**src/rtl/pllc_pkg.sv**
```systemverilog
// Shared constants, types and register layout of the fractional loop controller
package pllc_pkg;

  // Clocking of the register side
  localparam int unsigned CLK_PERIOD_NS   = 100;
  localparam int unsigned RATIO_SETTLE_NS = 1000;
  localparam int unsigned RATIO_SETTLE_CYC =
    (RATIO_SETTLE_NS + CLK_PERIOD_NS - 1) / CLK_PERIOD_NS;

  // Field widths
  localparam int unsigned ADDR_W      = 8;
  localparam int unsigned RATIO_INT_W = 12;
  localparam int unsigned FRAC_W      = 4;
  localparam int unsigned DIV_W       = 11;
  localparam int unsigned LOCK_TIME_SELECT_W     = 3;
  localparam int unsigned SETTLE_W    = 4;

  // Register byte offsets
  localparam logic [ADDR_W-1:0] OFS_CONTROL_A = 8'h00;
  localparam logic [ADDR_W-1:0] OFS_CONTROL_B = 8'h04;
  localparam logic [ADDR_W-1:0] OFS_RATIO     = 8'h08;
  localparam logic [ADDR_W-1:0] OFS_STATE     = 8'h0c;
  localparam logic [ADDR_W-1:0] OFS_FLAG      = 8'h10;

  // Reset values and writable bits
  localparam logic [31:0] CONTROL_A_RST  = 32'h0000_0000;
  localparam logic [31:0] CONTROL_B_RST  = 32'h0000_0000;
  localparam logic [31:0] RATIO_RST      = 32'h0000_0000;
  localparam logic [31:0] CONTROL_A_MASK = 32'h0000_0001;
  localparam logic [31:0] CONTROL_B_MASK = 32'h07ff_007f;
  localparam logic [31:0] RATIO_MASK     = 32'h000f_0fff;

  // Field positions
  localparam int unsigned LOOP_ON_BIT     = 0;
  localparam int unsigned REF_SEL_LSB     = 0;
  localparam int unsigned WAKE_FAST_BIT   = 2;
  localparam int unsigned LOCK_IGNORE_BIT = 3;
  localparam int unsigned LOCK_TIME_SELECT_LSB       = 4;
  localparam int unsigned DIV_LSB         = 16;
  localparam int unsigned RATIO_INT_LSB   = 0;
  localparam int unsigned RATIO_FRAC_LSB  = 16;
  localparam int unsigned FAIL_FLAG_BIT   = 0;

  // Bus responses
  localparam logic [1:0] RESP_OKAY   = 2'b00;
  localparam logic [1:0] RESP_SLVERR = 2'b10;

  // Register selector codes
  typedef enum logic [2:0] {
    PLLC_SEL_CTRL_A = 3'b000,
    PLLC_SEL_CTRL_B = 3'b001,
    PLLC_SEL_RATIO  = 3'b010,
    PLLC_SEL_STATE  = 3'b011,
    PLLC_SEL_FLAG   = 3'b100,
    PLLC_SEL_NONE   = 3'b111
  } pllc_sel_t;

  typedef enum logic [1:0] {
    PLLC_REF_SLOW_XTAL = 2'b00,
    PLLC_REF_MAIN_XTAL = 2'b01,
    PLLC_REF_GENERIC   = 2'b10,
    PLLC_REF_SPARE     = 2'b11
  } pllc_ref_src_t;

  typedef enum logic [1:0] {
    PLLC_OFF     = 2'b00,
    PLLC_STARTUP = 2'b01,
    PLLC_ACQUIRE = 2'b10,
    PLLC_RUN     = 2'b11
  } pllc_state_t;

  typedef struct packed {
    logic              awvalid;
    logic [ADDR_W-1:0] awaddr;
    logic              wvalid;
    logic [31:0]       wdata;
    logic [3:0]        wstrb;
    logic              bready;
    logic              arvalid;
    logic [ADDR_W-1:0] araddr;
    logic              rready;
  } pllc_axi_req_t;

  typedef struct packed {
    logic        awready;
    logic        wready;
    logic        bvalid;
    logic [1:0]  bresp;
    logic        arready;
    logic        rvalid;
    logic [31:0] rdata;
    logic [1:0]  rresp;
  } pllc_axi_rsp_t;

  // Settings handed to the analog loop core
  typedef struct packed {
    logic                   loop_on;
    pllc_ref_src_t          ref_source_select;
    logic [DIV_W-1:0]       xosc_div;
    logic [RATIO_INT_W-1:0] ratio_integer;
    logic [FRAC_W-1:0]      ratio_sixteenths;
    logic                   fractional_mode;
  } pllc_core_cfg_t;

endpackage : pllc_pkg

```
**src/rtl/pllc_sync3.sv**
```systemverilog
// Three-stage input synchroniser with agreement filter
`timescale 1ns/1ps
`default_nettype none

module pllc_sync3 #(
  parameter int unsigned WIDTH = 1
) (
  // Clock and reset
  input  wire logic             clk,
  input  wire logic             rst_b,
  // Asynchronous inputs
  input  wire logic [WIDTH-1:0] async_in,
  // Filtered levels
  output logic      [WIDTH-1:0] level
);

  logic [WIDTH-1:0] stage1;
  logic [WIDTH-1:0] stage2;
  logic [WIDTH-1:0] stage3;
  logic [WIDTH-1:0] next_level;

  // A change is accepted only once the second and third stages agree
  assign next_level = (stage2 & stage3) | (level & (stage2 ^ stage3));

  always_ff @(posedge clk) begin
    if (!rst_b) begin
      stage1 <= '0;
      stage2 <= '0;
      stage3 <= '0;
      level  <= '0;
    end else begin
      stage1 <= async_in;
      stage2 <= stage1;
      stage3 <= stage2;
      level  <= next_level;
    end
  end

endmodule : pllc_sync3

`default_nettype wire

```
**src/rtl/pllc_loop_ctrl.sv**
```systemverilog
// Control logic of the fractional phase-locked loop with its register slave
//
// Decided for this implementation: register access over AXI4-Lite and the register addresses.
`timescale 1ns/1ps
`default_nettype none

// Overview of operation
// - Reference chosen from three clock sources
// - Output equals reference times integer plus sixteenths
// - Main crystal reference divided by two(div+1)
// - Disabled loop holds output clock in reset
// - Zero sixteenths means integer mode
// - Enable bit starts and stops loop
// - Stable only while enabled and locked
// - Nonzero lock time uses timer, else status
// - Wake-fast opens gate after startup
// - Normal mode: first edge at lock
// - Timer mode: first edge at timer zero
// - Without bypass, gate closes when unlocked after first lock
// - With bypass, gate stays open
// - Output clock set only by gate
// - Ratio rewrite clears then restores lock
// - Lock falling edge sets fail flag
module pllc_loop_ctrl (
  // Clock and reset
  input  wire logic                    ref_clk,
  input  wire logic                    rst_b,
  // Register bus
  input  wire pllc_pkg::pllc_axi_req_t s_axi_req,
  output var  pllc_pkg::pllc_axi_rsp_t s_axi_rsp,
  // Analog loop core status
  input  wire logic                    osc_active,
  input  wire logic                    core_lock,
  input  wire logic                    lock_timer_clock,
  // Analog loop core control
  output var  pllc_pkg::pllc_core_cfg_t core_cfg,
  output logic                         output_clock_gate,
  output logic                         output_clock_reset
);
  import pllc_pkg::*;

  // Register selector, shared by the read and write paths
  function automatic pllc_sel_t decode_sel(input logic [ADDR_W-1:0] addr);
    if (addr == OFS_CONTROL_A) begin
      return PLLC_SEL_CTRL_A;
    end else if (addr == OFS_CONTROL_B) begin
      return PLLC_SEL_CTRL_B;
    end else if (addr == OFS_RATIO) begin
      return PLLC_SEL_RATIO;
    end else if (addr == OFS_STATE) begin
      return PLLC_SEL_STATE;
    end else if (addr == OFS_FLAG) begin
      return PLLC_SEL_FLAG;
    end else begin
      return PLLC_SEL_NONE;
    end
  endfunction : decode_sel

  // Byte-lane merge of a write into a stored image
  function automatic logic [31:0] merge_strb(input logic [31:0] old_val,
                                             input logic [31:0] new_val,
                                             input logic [3:0]  strb,
                                             input logic [31:0] mask);
    logic [31:0] lanes;
    lanes = {{8{strb[3]}}, {8{strb[2]}}, {8{strb[1]}}, {8{strb[0]}}} & mask;
    return (old_val & ~lanes) | (new_val & lanes);
  endfunction : merge_strb

  // Bus slave state
  logic                    aw_hold;
  logic [ADDR_W-1:0]       aw_addr;
  logic                    w_hold;
  logic [31:0]             w_data;
  logic [3:0]              w_strb;

  // Register images
  logic [31:0]             control_a;
  logic [31:0]             control_b;
  logic [31:0]             ratio_reg;
  logic                    lock_fail_flag;

  // Loop state
  pllc_state_t             state;
  pllc_state_t             next_state;
  logic                    loop_locked;
  logic                    acq_done;
  logic [LOCK_TIME_SELECT_W-1:0]      lock_timer;
  logic [SETTLE_W-1:0]     settle_cnt;
  logic                    timer_clk_prev;

  // Synchronised loop-side inputs
  logic [2:0]              sync_level;
  logic                    osc_active_s;
  logic                    core_lock_s;
  logic                    timer_clk_s;

  pllc_sync3 #(
    .WIDTH    (3)
  ) u_sync (
    .clk      (ref_clk),
    .rst_b    (rst_b),
    .async_in ({lock_timer_clock, core_lock, osc_active}),
    .level    (sync_level)
  );

  assign osc_active_s = sync_level[0];
  assign core_lock_s  = sync_level[1];
  assign timer_clk_s  = sync_level[2];

  // Register fields
  wire                     loop_on           = control_a[LOOP_ON_BIT];
  wire [1:0]               ref_source_select = control_b[REF_SEL_LSB +: 2];
  wire                     wake_fast         = control_b[WAKE_FAST_BIT];
  wire                     lock_ignore       = control_b[LOCK_IGNORE_BIT];
  wire [LOCK_TIME_SELECT_W-1:0]       lock_time_select  = control_b[LOCK_TIME_SELECT_LSB +: LOCK_TIME_SELECT_W];
  wire [DIV_W-1:0]         xosc_div          = control_b[DIV_LSB +: DIV_W];
  wire [RATIO_INT_W-1:0]   ratio_integer     = ratio_reg[RATIO_INT_LSB +: RATIO_INT_W];
  wire [FRAC_W-1:0]        ratio_sixteenths  = ratio_reg[RATIO_FRAC_LSB +: FRAC_W];

  // Bus handshakes
  wire aw_take = s_axi_req.awvalid & s_axi_rsp.awready;
  wire w_take  = s_axi_req.wvalid & s_axi_rsp.wready;
  wire ar_take = s_axi_req.arvalid & s_axi_rsp.arready;
  wire wr_do   = aw_hold & w_hold & ~s_axi_rsp.bvalid;
  wire b_done  = s_axi_rsp.bvalid & s_axi_req.bready;
  wire r_done  = s_axi_rsp.rvalid & s_axi_req.rready;

  wire next_aw_hold = (aw_hold | aw_take) & ~wr_do;
  wire next_w_hold  = (w_hold | w_take) & ~wr_do;
  wire next_bvalid  = wr_do | (s_axi_rsp.bvalid & ~b_done);
  wire next_rvalid  = ar_take | (s_axi_rsp.rvalid & ~r_done);

  wire pllc_sel_t wr_sel = decode_sel(aw_addr);
  wire pllc_sel_t rd_sel = decode_sel(s_axi_req.araddr);

  wire wr_ctrl_a = wr_do & (wr_sel == PLLC_SEL_CTRL_A);
  wire wr_ctrl_b = wr_do & (wr_sel == PLLC_SEL_CTRL_B);
  wire wr_ratio  = wr_do & (wr_sel == PLLC_SEL_RATIO);
  wire wr_flag   = wr_do & (wr_sel == PLLC_SEL_FLAG);
  wire wr_bad    = wr_do & (wr_sel == PLLC_SEL_NONE);
  wire rd_bad    = rd_sel == PLLC_SEL_NONE;

  wire [31:0] next_control_a = merge_strb(control_a, w_data, w_strb, CONTROL_A_MASK);
  wire [31:0] next_control_b = merge_strb(control_b, w_data, w_strb, CONTROL_B_MASK);
  wire [31:0] next_ratio_reg = merge_strb(ratio_reg, w_data, w_strb, RATIO_MASK);

  // Status word seen by software
  wire        frac_active = ratio_sixteenths != 4'h0;
  wire        freq_stable = loop_on & loop_locked;
  wire [31:0] state_word  = {26'h000_0000, state, frac_active,
                             freq_stable, output_clock_gate, loop_locked};

  wire [31:0] rd_word =
    (rd_sel == PLLC_SEL_CTRL_A) ? control_a :
    (rd_sel == PLLC_SEL_CTRL_B) ? control_b :
    (rd_sel == PLLC_SEL_RATIO)  ? ratio_reg :
    (rd_sel == PLLC_SEL_STATE)  ? state_word :
    (rd_sel == PLLC_SEL_FLAG)   ? {31'h0000_0000, lock_fail_flag} :
    32'h0000_0000;

  // Lock timer ticks on each rising edge of the filtered timer clock
  wire timer_tick  = timer_clk_s & ~timer_clk_prev;
  wire loop_start  = (state == PLLC_OFF) & loop_on;
  // A ratio rewrite while running restarts lock qualification
  wire ratio_bump  = wr_ratio & loop_on & (state != PLLC_OFF);
  wire timer_mode  = lock_time_select != 3'h0;

  // Lock source: own status or the expired user timer
  // In timer mode the core status is not used, before or after expiry
  wire lock_source = timer_mode ? (lock_timer == 3'h0) : core_lock_s;
  wire next_locked = (state != PLLC_OFF) & loop_on & ~ratio_bump &
                     (settle_cnt == 4'h0) & lock_source;
  wire lock_fall   = loop_locked & ~next_locked;
  wire next_acq    = (state == PLLC_RUN) & (acq_done | next_locked);

  // Gate: open in run; before first acquisition lock is not consulted,
  // so a wake-fast start runs on an unsettled output until first lock
  wire next_gate   = (next_state == PLLC_RUN) &
                     (lock_ignore | next_locked | ~next_acq);

  // Disabling the loop returns to off from any state at once
  always_comb begin
    next_state = state;
    case (state)
      PLLC_OFF: begin
        if (loop_on) begin
          next_state = PLLC_STARTUP;
        end
      end
      PLLC_STARTUP: begin
        if (!loop_on) begin
          next_state = PLLC_OFF;
        end else if (osc_active_s && wake_fast) begin
          next_state = PLLC_RUN;
        end else if (osc_active_s) begin
          next_state = PLLC_ACQUIRE;
        end
      end
      PLLC_ACQUIRE: begin
        if (!loop_on) begin
          next_state = PLLC_OFF;
        end else if (!timer_mode && next_locked) begin
          next_state = PLLC_RUN;
        end else if (timer_mode && next_locked) begin
          next_state = PLLC_RUN;
        end
      end
      PLLC_RUN: begin
        if (!loop_on) begin
          next_state = PLLC_OFF;
        end
      end
      default: begin
        next_state = PLLC_OFF;
      end
    endcase
  end

  // Bus slave
  // Each ready drops while its item is held, so no item is taken twice
  always_ff @(posedge ref_clk) begin
    if (!rst_b) begin
      aw_hold   <= 1'b0;
      aw_addr   <= '0;
      w_hold    <= 1'b0;
      w_data    <= 32'h0000_0000;
      w_strb    <= 4'h0;
      s_axi_rsp <= '0;
    end else begin
      aw_hold           <= next_aw_hold;
      w_hold            <= next_w_hold;
      s_axi_rsp.awready <= ~next_aw_hold;
      s_axi_rsp.wready  <= ~next_w_hold;
      s_axi_rsp.bvalid  <= next_bvalid;
      s_axi_rsp.rvalid  <= next_rvalid;
      s_axi_rsp.arready <= ~next_rvalid;
      if (aw_take) begin
        aw_addr <= s_axi_req.awaddr;
      end
      if (w_take) begin
        w_data <= s_axi_req.wdata;
        w_strb <= s_axi_req.wstrb;
      end
      if (wr_do) begin
        s_axi_rsp.bresp <= wr_bad ? RESP_SLVERR : RESP_OKAY;
      end
      if (ar_take) begin
        s_axi_rsp.rdata <= rd_word;
        s_axi_rsp.rresp <= rd_bad ? RESP_SLVERR : RESP_OKAY;
      end
    end
  end

  // Software registers
  always_ff @(posedge ref_clk) begin
    if (!rst_b) begin
      control_a      <= CONTROL_A_RST;
      control_b      <= CONTROL_B_RST;
      ratio_reg      <= RATIO_RST;
    end else begin
      if (wr_ctrl_a) begin
        control_a <= next_control_a;
      end
      if (wr_ctrl_b) begin
        control_b <= next_control_b;
      end
      if (wr_ratio) begin
        ratio_reg <= next_ratio_reg;
      end
    end
  end

  // Lock-fail flag: a new falling edge wins over a clear in the same cycle
  always_ff @(posedge ref_clk) begin
    if (!rst_b) begin
      lock_fail_flag <= 1'b0;
    end else if (lock_fall) begin
      lock_fail_flag <= 1'b1;
    end else if (wr_flag && w_strb[0] && w_data[FAIL_FLAG_BIT]) begin
      lock_fail_flag <= 1'b0;
    end
  end

  // Lock timer, loaded at enable and reloaded on a ratio rewrite
  always_ff @(posedge ref_clk) begin
    if (!rst_b) begin
      lock_timer     <= 3'h0;
      timer_clk_prev <= 1'b0;
    end else begin
      timer_clk_prev <= timer_clk_s;
      if (loop_start || ratio_bump) begin
        lock_timer <= lock_time_select;
      end else if (timer_tick && lock_timer != 3'h0) begin
        lock_timer <= lock_timer - 3'h1;
      end
    end
  end

  // Settle counter holds lock off after a ratio rewrite
  always_ff @(posedge ref_clk) begin
    if (!rst_b) begin
      settle_cnt <= 4'h0;
    end else if (ratio_bump) begin
      settle_cnt <= SETTLE_W'(RATIO_SETTLE_CYC);
    end else if (settle_cnt != 4'h0) begin
      settle_cnt <= settle_cnt - 4'h1;
    end
  end

  // Loop sequencing and outputs
  always_ff @(posedge ref_clk) begin
    if (!rst_b) begin
      state              <= PLLC_OFF;
      loop_locked        <= 1'b0;
      acq_done           <= 1'b0;
      output_clock_gate  <= 1'b0;
      output_clock_reset <= 1'b1;
    end else begin
      state              <= next_state;
      loop_locked        <= next_locked;
      acq_done           <= next_acq;
      output_clock_gate  <= next_gate;
      output_clock_reset <= next_state == PLLC_OFF;
    end
  end

  // Registered copy of the settings for the analog loop core
  always_ff @(posedge ref_clk) begin
    if (!rst_b) begin
      core_cfg <= '0;
    end else begin
      core_cfg.loop_on           <= loop_on;
      core_cfg.ref_source_select <= pllc_ref_src_t'(ref_source_select);
      core_cfg.xosc_div          <= xosc_div;
      core_cfg.ratio_integer     <= ratio_integer;
      core_cfg.ratio_sixteenths  <= ratio_sixteenths;
      core_cfg.fractional_mode   <= frac_active;
    end
  end

endmodule : pllc_loop_ctrl

`default_nettype wire

```
**config.mk**
```make
export PLATFORM = sky130hd
export DESIGN_NAME = pllc_loop_ctrl
export DESIGN_NICKNAME = d
export VERILOG_FILES = /design/src/rtl/pllc_pkg.sv /design/src/rtl/pllc_sync3.sv /design/src/rtl/pllc_loop_ctrl.sv
export SDC_FILE = /design/constraint.sdc
export NUM_CORES = 1
export LEC_CHECK = 0
export BUFFER_PORTS_ARGS = -buffer_cell sky130_fd_sc_hd__buf_2
export CAP_MARGIN = 30
export CORE_ASPECT_RATIO = 1.5
export CORE_MARGIN = 2
export CORE_UTILIZATION = 40
export CTS_BUF_LIST = sky130_fd_sc_hd__clkbuf_8
export DETAILED_ROUTE_END_ITERATION = 6
export GPL_ROUTABILITY_DRIVEN = 1
export PLACE_DENSITY = 0.61
export SYNTH_ARGS = -nofsm -noshare
export SYNTH_HDL_FRONTEND = slang
export SYNTH_SLANG_ARGS = --single-unit
```
**constraint.sdc**
```tcl
create_clock -name ref_clk -period 4.63 [get_ports ref_clk]
set_clock_uncertainty 0.15 [all_clocks]
set_input_delay 0.926 -clock ref_clk [delete_from_list [all_inputs] [get_ports ref_clk]]
set_output_delay 0.926 -clock ref_clk [all_outputs]
set_load 0.02 [all_outputs]
```
==> metrics.cfg <==
[layout]
fin_nets=815
area_delta_synth_final_pct=19.5
design_area_sq_mm=0.00697
drive_above_1_share_pct=21.7
nFillCells=1424
diodes=0

[synth]
yosysWarnings=0
yosys.cell_types.count=50
avgSynthCellArea_sq_um=9.07
ys_seq_area_share_pct=54.9
netlist_area_sq_mm=0.00583
ys.flop_type=dfxtp_1
async_flop_share_pct=0
synth_top_area_share_pct=54.9
yosysTopAreaCell=dfxtp_1
synth_edf_count=0
synth_area_leaders=dfxtp_1, nand2_1, mux2i_1
postSynthCellCount=643
ys_seq_elements=160

[hold_path]
min_path_cells=1
hold_start=u_sync.stage1[0]
hold_class=flop to flop
hold_path_end=u_sync.stage2[0]

[critical_path]
r2r_start=s_axi_rsp[35]
arrival_ns=2.79
worstSetupPathType=primary input to flop
reg2reg_slack_ns=2.15
worstPathMaxFanout=16
r2r_cells=4
r2r-end=s_axi_rsp[8]
worst_setup_path_start_kind=primary input
cp-end-kind=flop
worstPathRequired_ns=4.85

[sta]
final.period_utilization_pct=55.7
max_freq_mhz=388
slew_headroom_pct=38.1
fin_tns_setup_ns=0
rsz0062_at_grt=no
setup_viol=0
hold_viol=0
finalCriticalPeriod_ns=2.58
slew_viol_final=0
fin_ws_ns=2.05
tightest_slew_ns=0.921

[route]
antenna_left=0
vias_per_cell=4.89
drtPass1Iterations=4
post_drt_wl_per_cell_microns=14.3
remaining_drc_errors=0
drt_iter0_markers=175
routed_wl_microns=13600
vias=4682

[placement]
place_hpwl_microns=9930
gp_congestion=0.799
dpl_worst_slack_ns=1.59
port_buffers=115
dpl_cell_area_sq_mm=0.00654

[floorplanning]
io_pins=136
die_x_microns=103
die_y_microns=152
die_area_sq_mm=0.0156
coreArea_sq_mm=0.0144
rows=54
initial_core_util_pct=40.5

[clock_tree]
post_cts_buffers=0
cts-root-buf=clkbuf_8
path_clk_slew_ns=0.08
cts_tree=done
numCtsBuffers=17
cts.path.max_buffers=2
cts_resized=0
hold_buffers=0
cts-htree-levels=4
clock_sinks=160
clk_latency_ns=0.45

[run_status]
status=complete, no violations

[global_route]
track_usage_pct=18.1
antenna_found_initial=0
first_global_vias=4559
grt_start_max_net_pins=71
overflow=0
grt_pass1_wl_microns=22200

[power]
power.density_mw_per_mm2=380
ir_worst_vdd_mv=0.182
p_total_mw=2.65
leakage_nw=3.06

[run]
maxCapViolCount=0

## worst max path at each step
stage	start	to	slack, ns
2_1_floorplan	s_axi_req[5]	s_axi_rsp[18]	2.21
3_3_place_gp	s_axi_req[9]	s_axi_rsp[21]	1.68
3_5_place_dp	s_axi_req[9]	s_axi_rsp[21]	1.59
4_1_cts	s_axi_req[9]	s_axi_rsp[21]	2.07
5_1_grt	s_axi_req[9]	s_axi_rsp[8]	1.87
6_report	s_axi_req[9]	s_axi_rsp[8]	2.05
## cells in the mapped netlist (5+ instances only)
master      n
a21oi_1    54
a22oi_1    12
a32oi_1     5
and2_1     26
buf_4      11
clkbuf_1   28
dfxtp_1   160
ha_1        5
inv_1      21
mux2i_1    32
nand2_1   121
nand3_1    16
nand4_1     7
nor2_1     47
nor3_1      7
o21ai_0    29
## metrics by stage
stage,utilization (%),std cells,hold slack (ns)
global placement,45.2,924,0.269
finish,48.4,957,0.288
CTS,48.4,957,0.291
global route,48.4,957,0.304
floorplan,-,653,0.262
detailed placement,45.4,925,0.271
## cell usage in the layout (no fill, tap or decap), drive strengths merged, types with 5 or more instances in the layout
master and count:
a21oi 54, ha 5, nor3 7, buf 119
a22oi 12, clkinv 5, a32oi 5, nor2 48
o21ai 29, nand3 17, nand2 121, mux2i 32
and2 26, nand4 7, clkbuf 19, dfxtp 160
inv 27, conb 11
## routing by layer
layer / vias to the layer above / wire [microns] / GRT usage (%)
met4: 0 / 417 / 8.51
met2: 110 / 6850 / 31.2
met5: - / 0 / 0
met3: 25 / 571 / 3.45
met1: 2183 / 5810 / 21.1
li1: 2364 / - / -
## cell type report
type,count,area [sq um],share of cell area [%]
inverter,22,82.6,1.18
clock buffer,19,262,3.75
clock inverter,13,173,2.48
sequential,160,3200,46.0
timing repair buffer,119,626,8.98
tap,196,245,3.52
multi-input combinational,428,2380,34.1
## cell families (layout without fill, tap and decap cells)
family                     count (synthesis)  after routing  share of synthesized area, %
AOI/OAI and AO/OA                        119            119                          12.0
adders and majority gates                  5              5                          1.07
buffers and inverters                     65            173                          4.91
DFF                                      160            160                          54.9
muxes                                     33             33                          5.69
other                                      1             11                        0.0643
and+or+nand+nor                          260            260                          21.3
## report_power, final
group | total, mW | internal (mW) | switching [mW]
logic | 0.137 | 0.0481 | 0.0893
clock network | 1.10 | 0.573 | 0.524
registers | 1.42 | 1.40 | 0.0190
total | 2.65 | 2.02 | 0.632
## worst max-delay path, cell delays in order
cell and delay [ns]:
buf_2 0.10, nand2_1 0.36, nor2_1 0.65, o211ai_1 0.45
o21ai_0 0.30
Note: power is estimated with default switching activity, not from simulation.
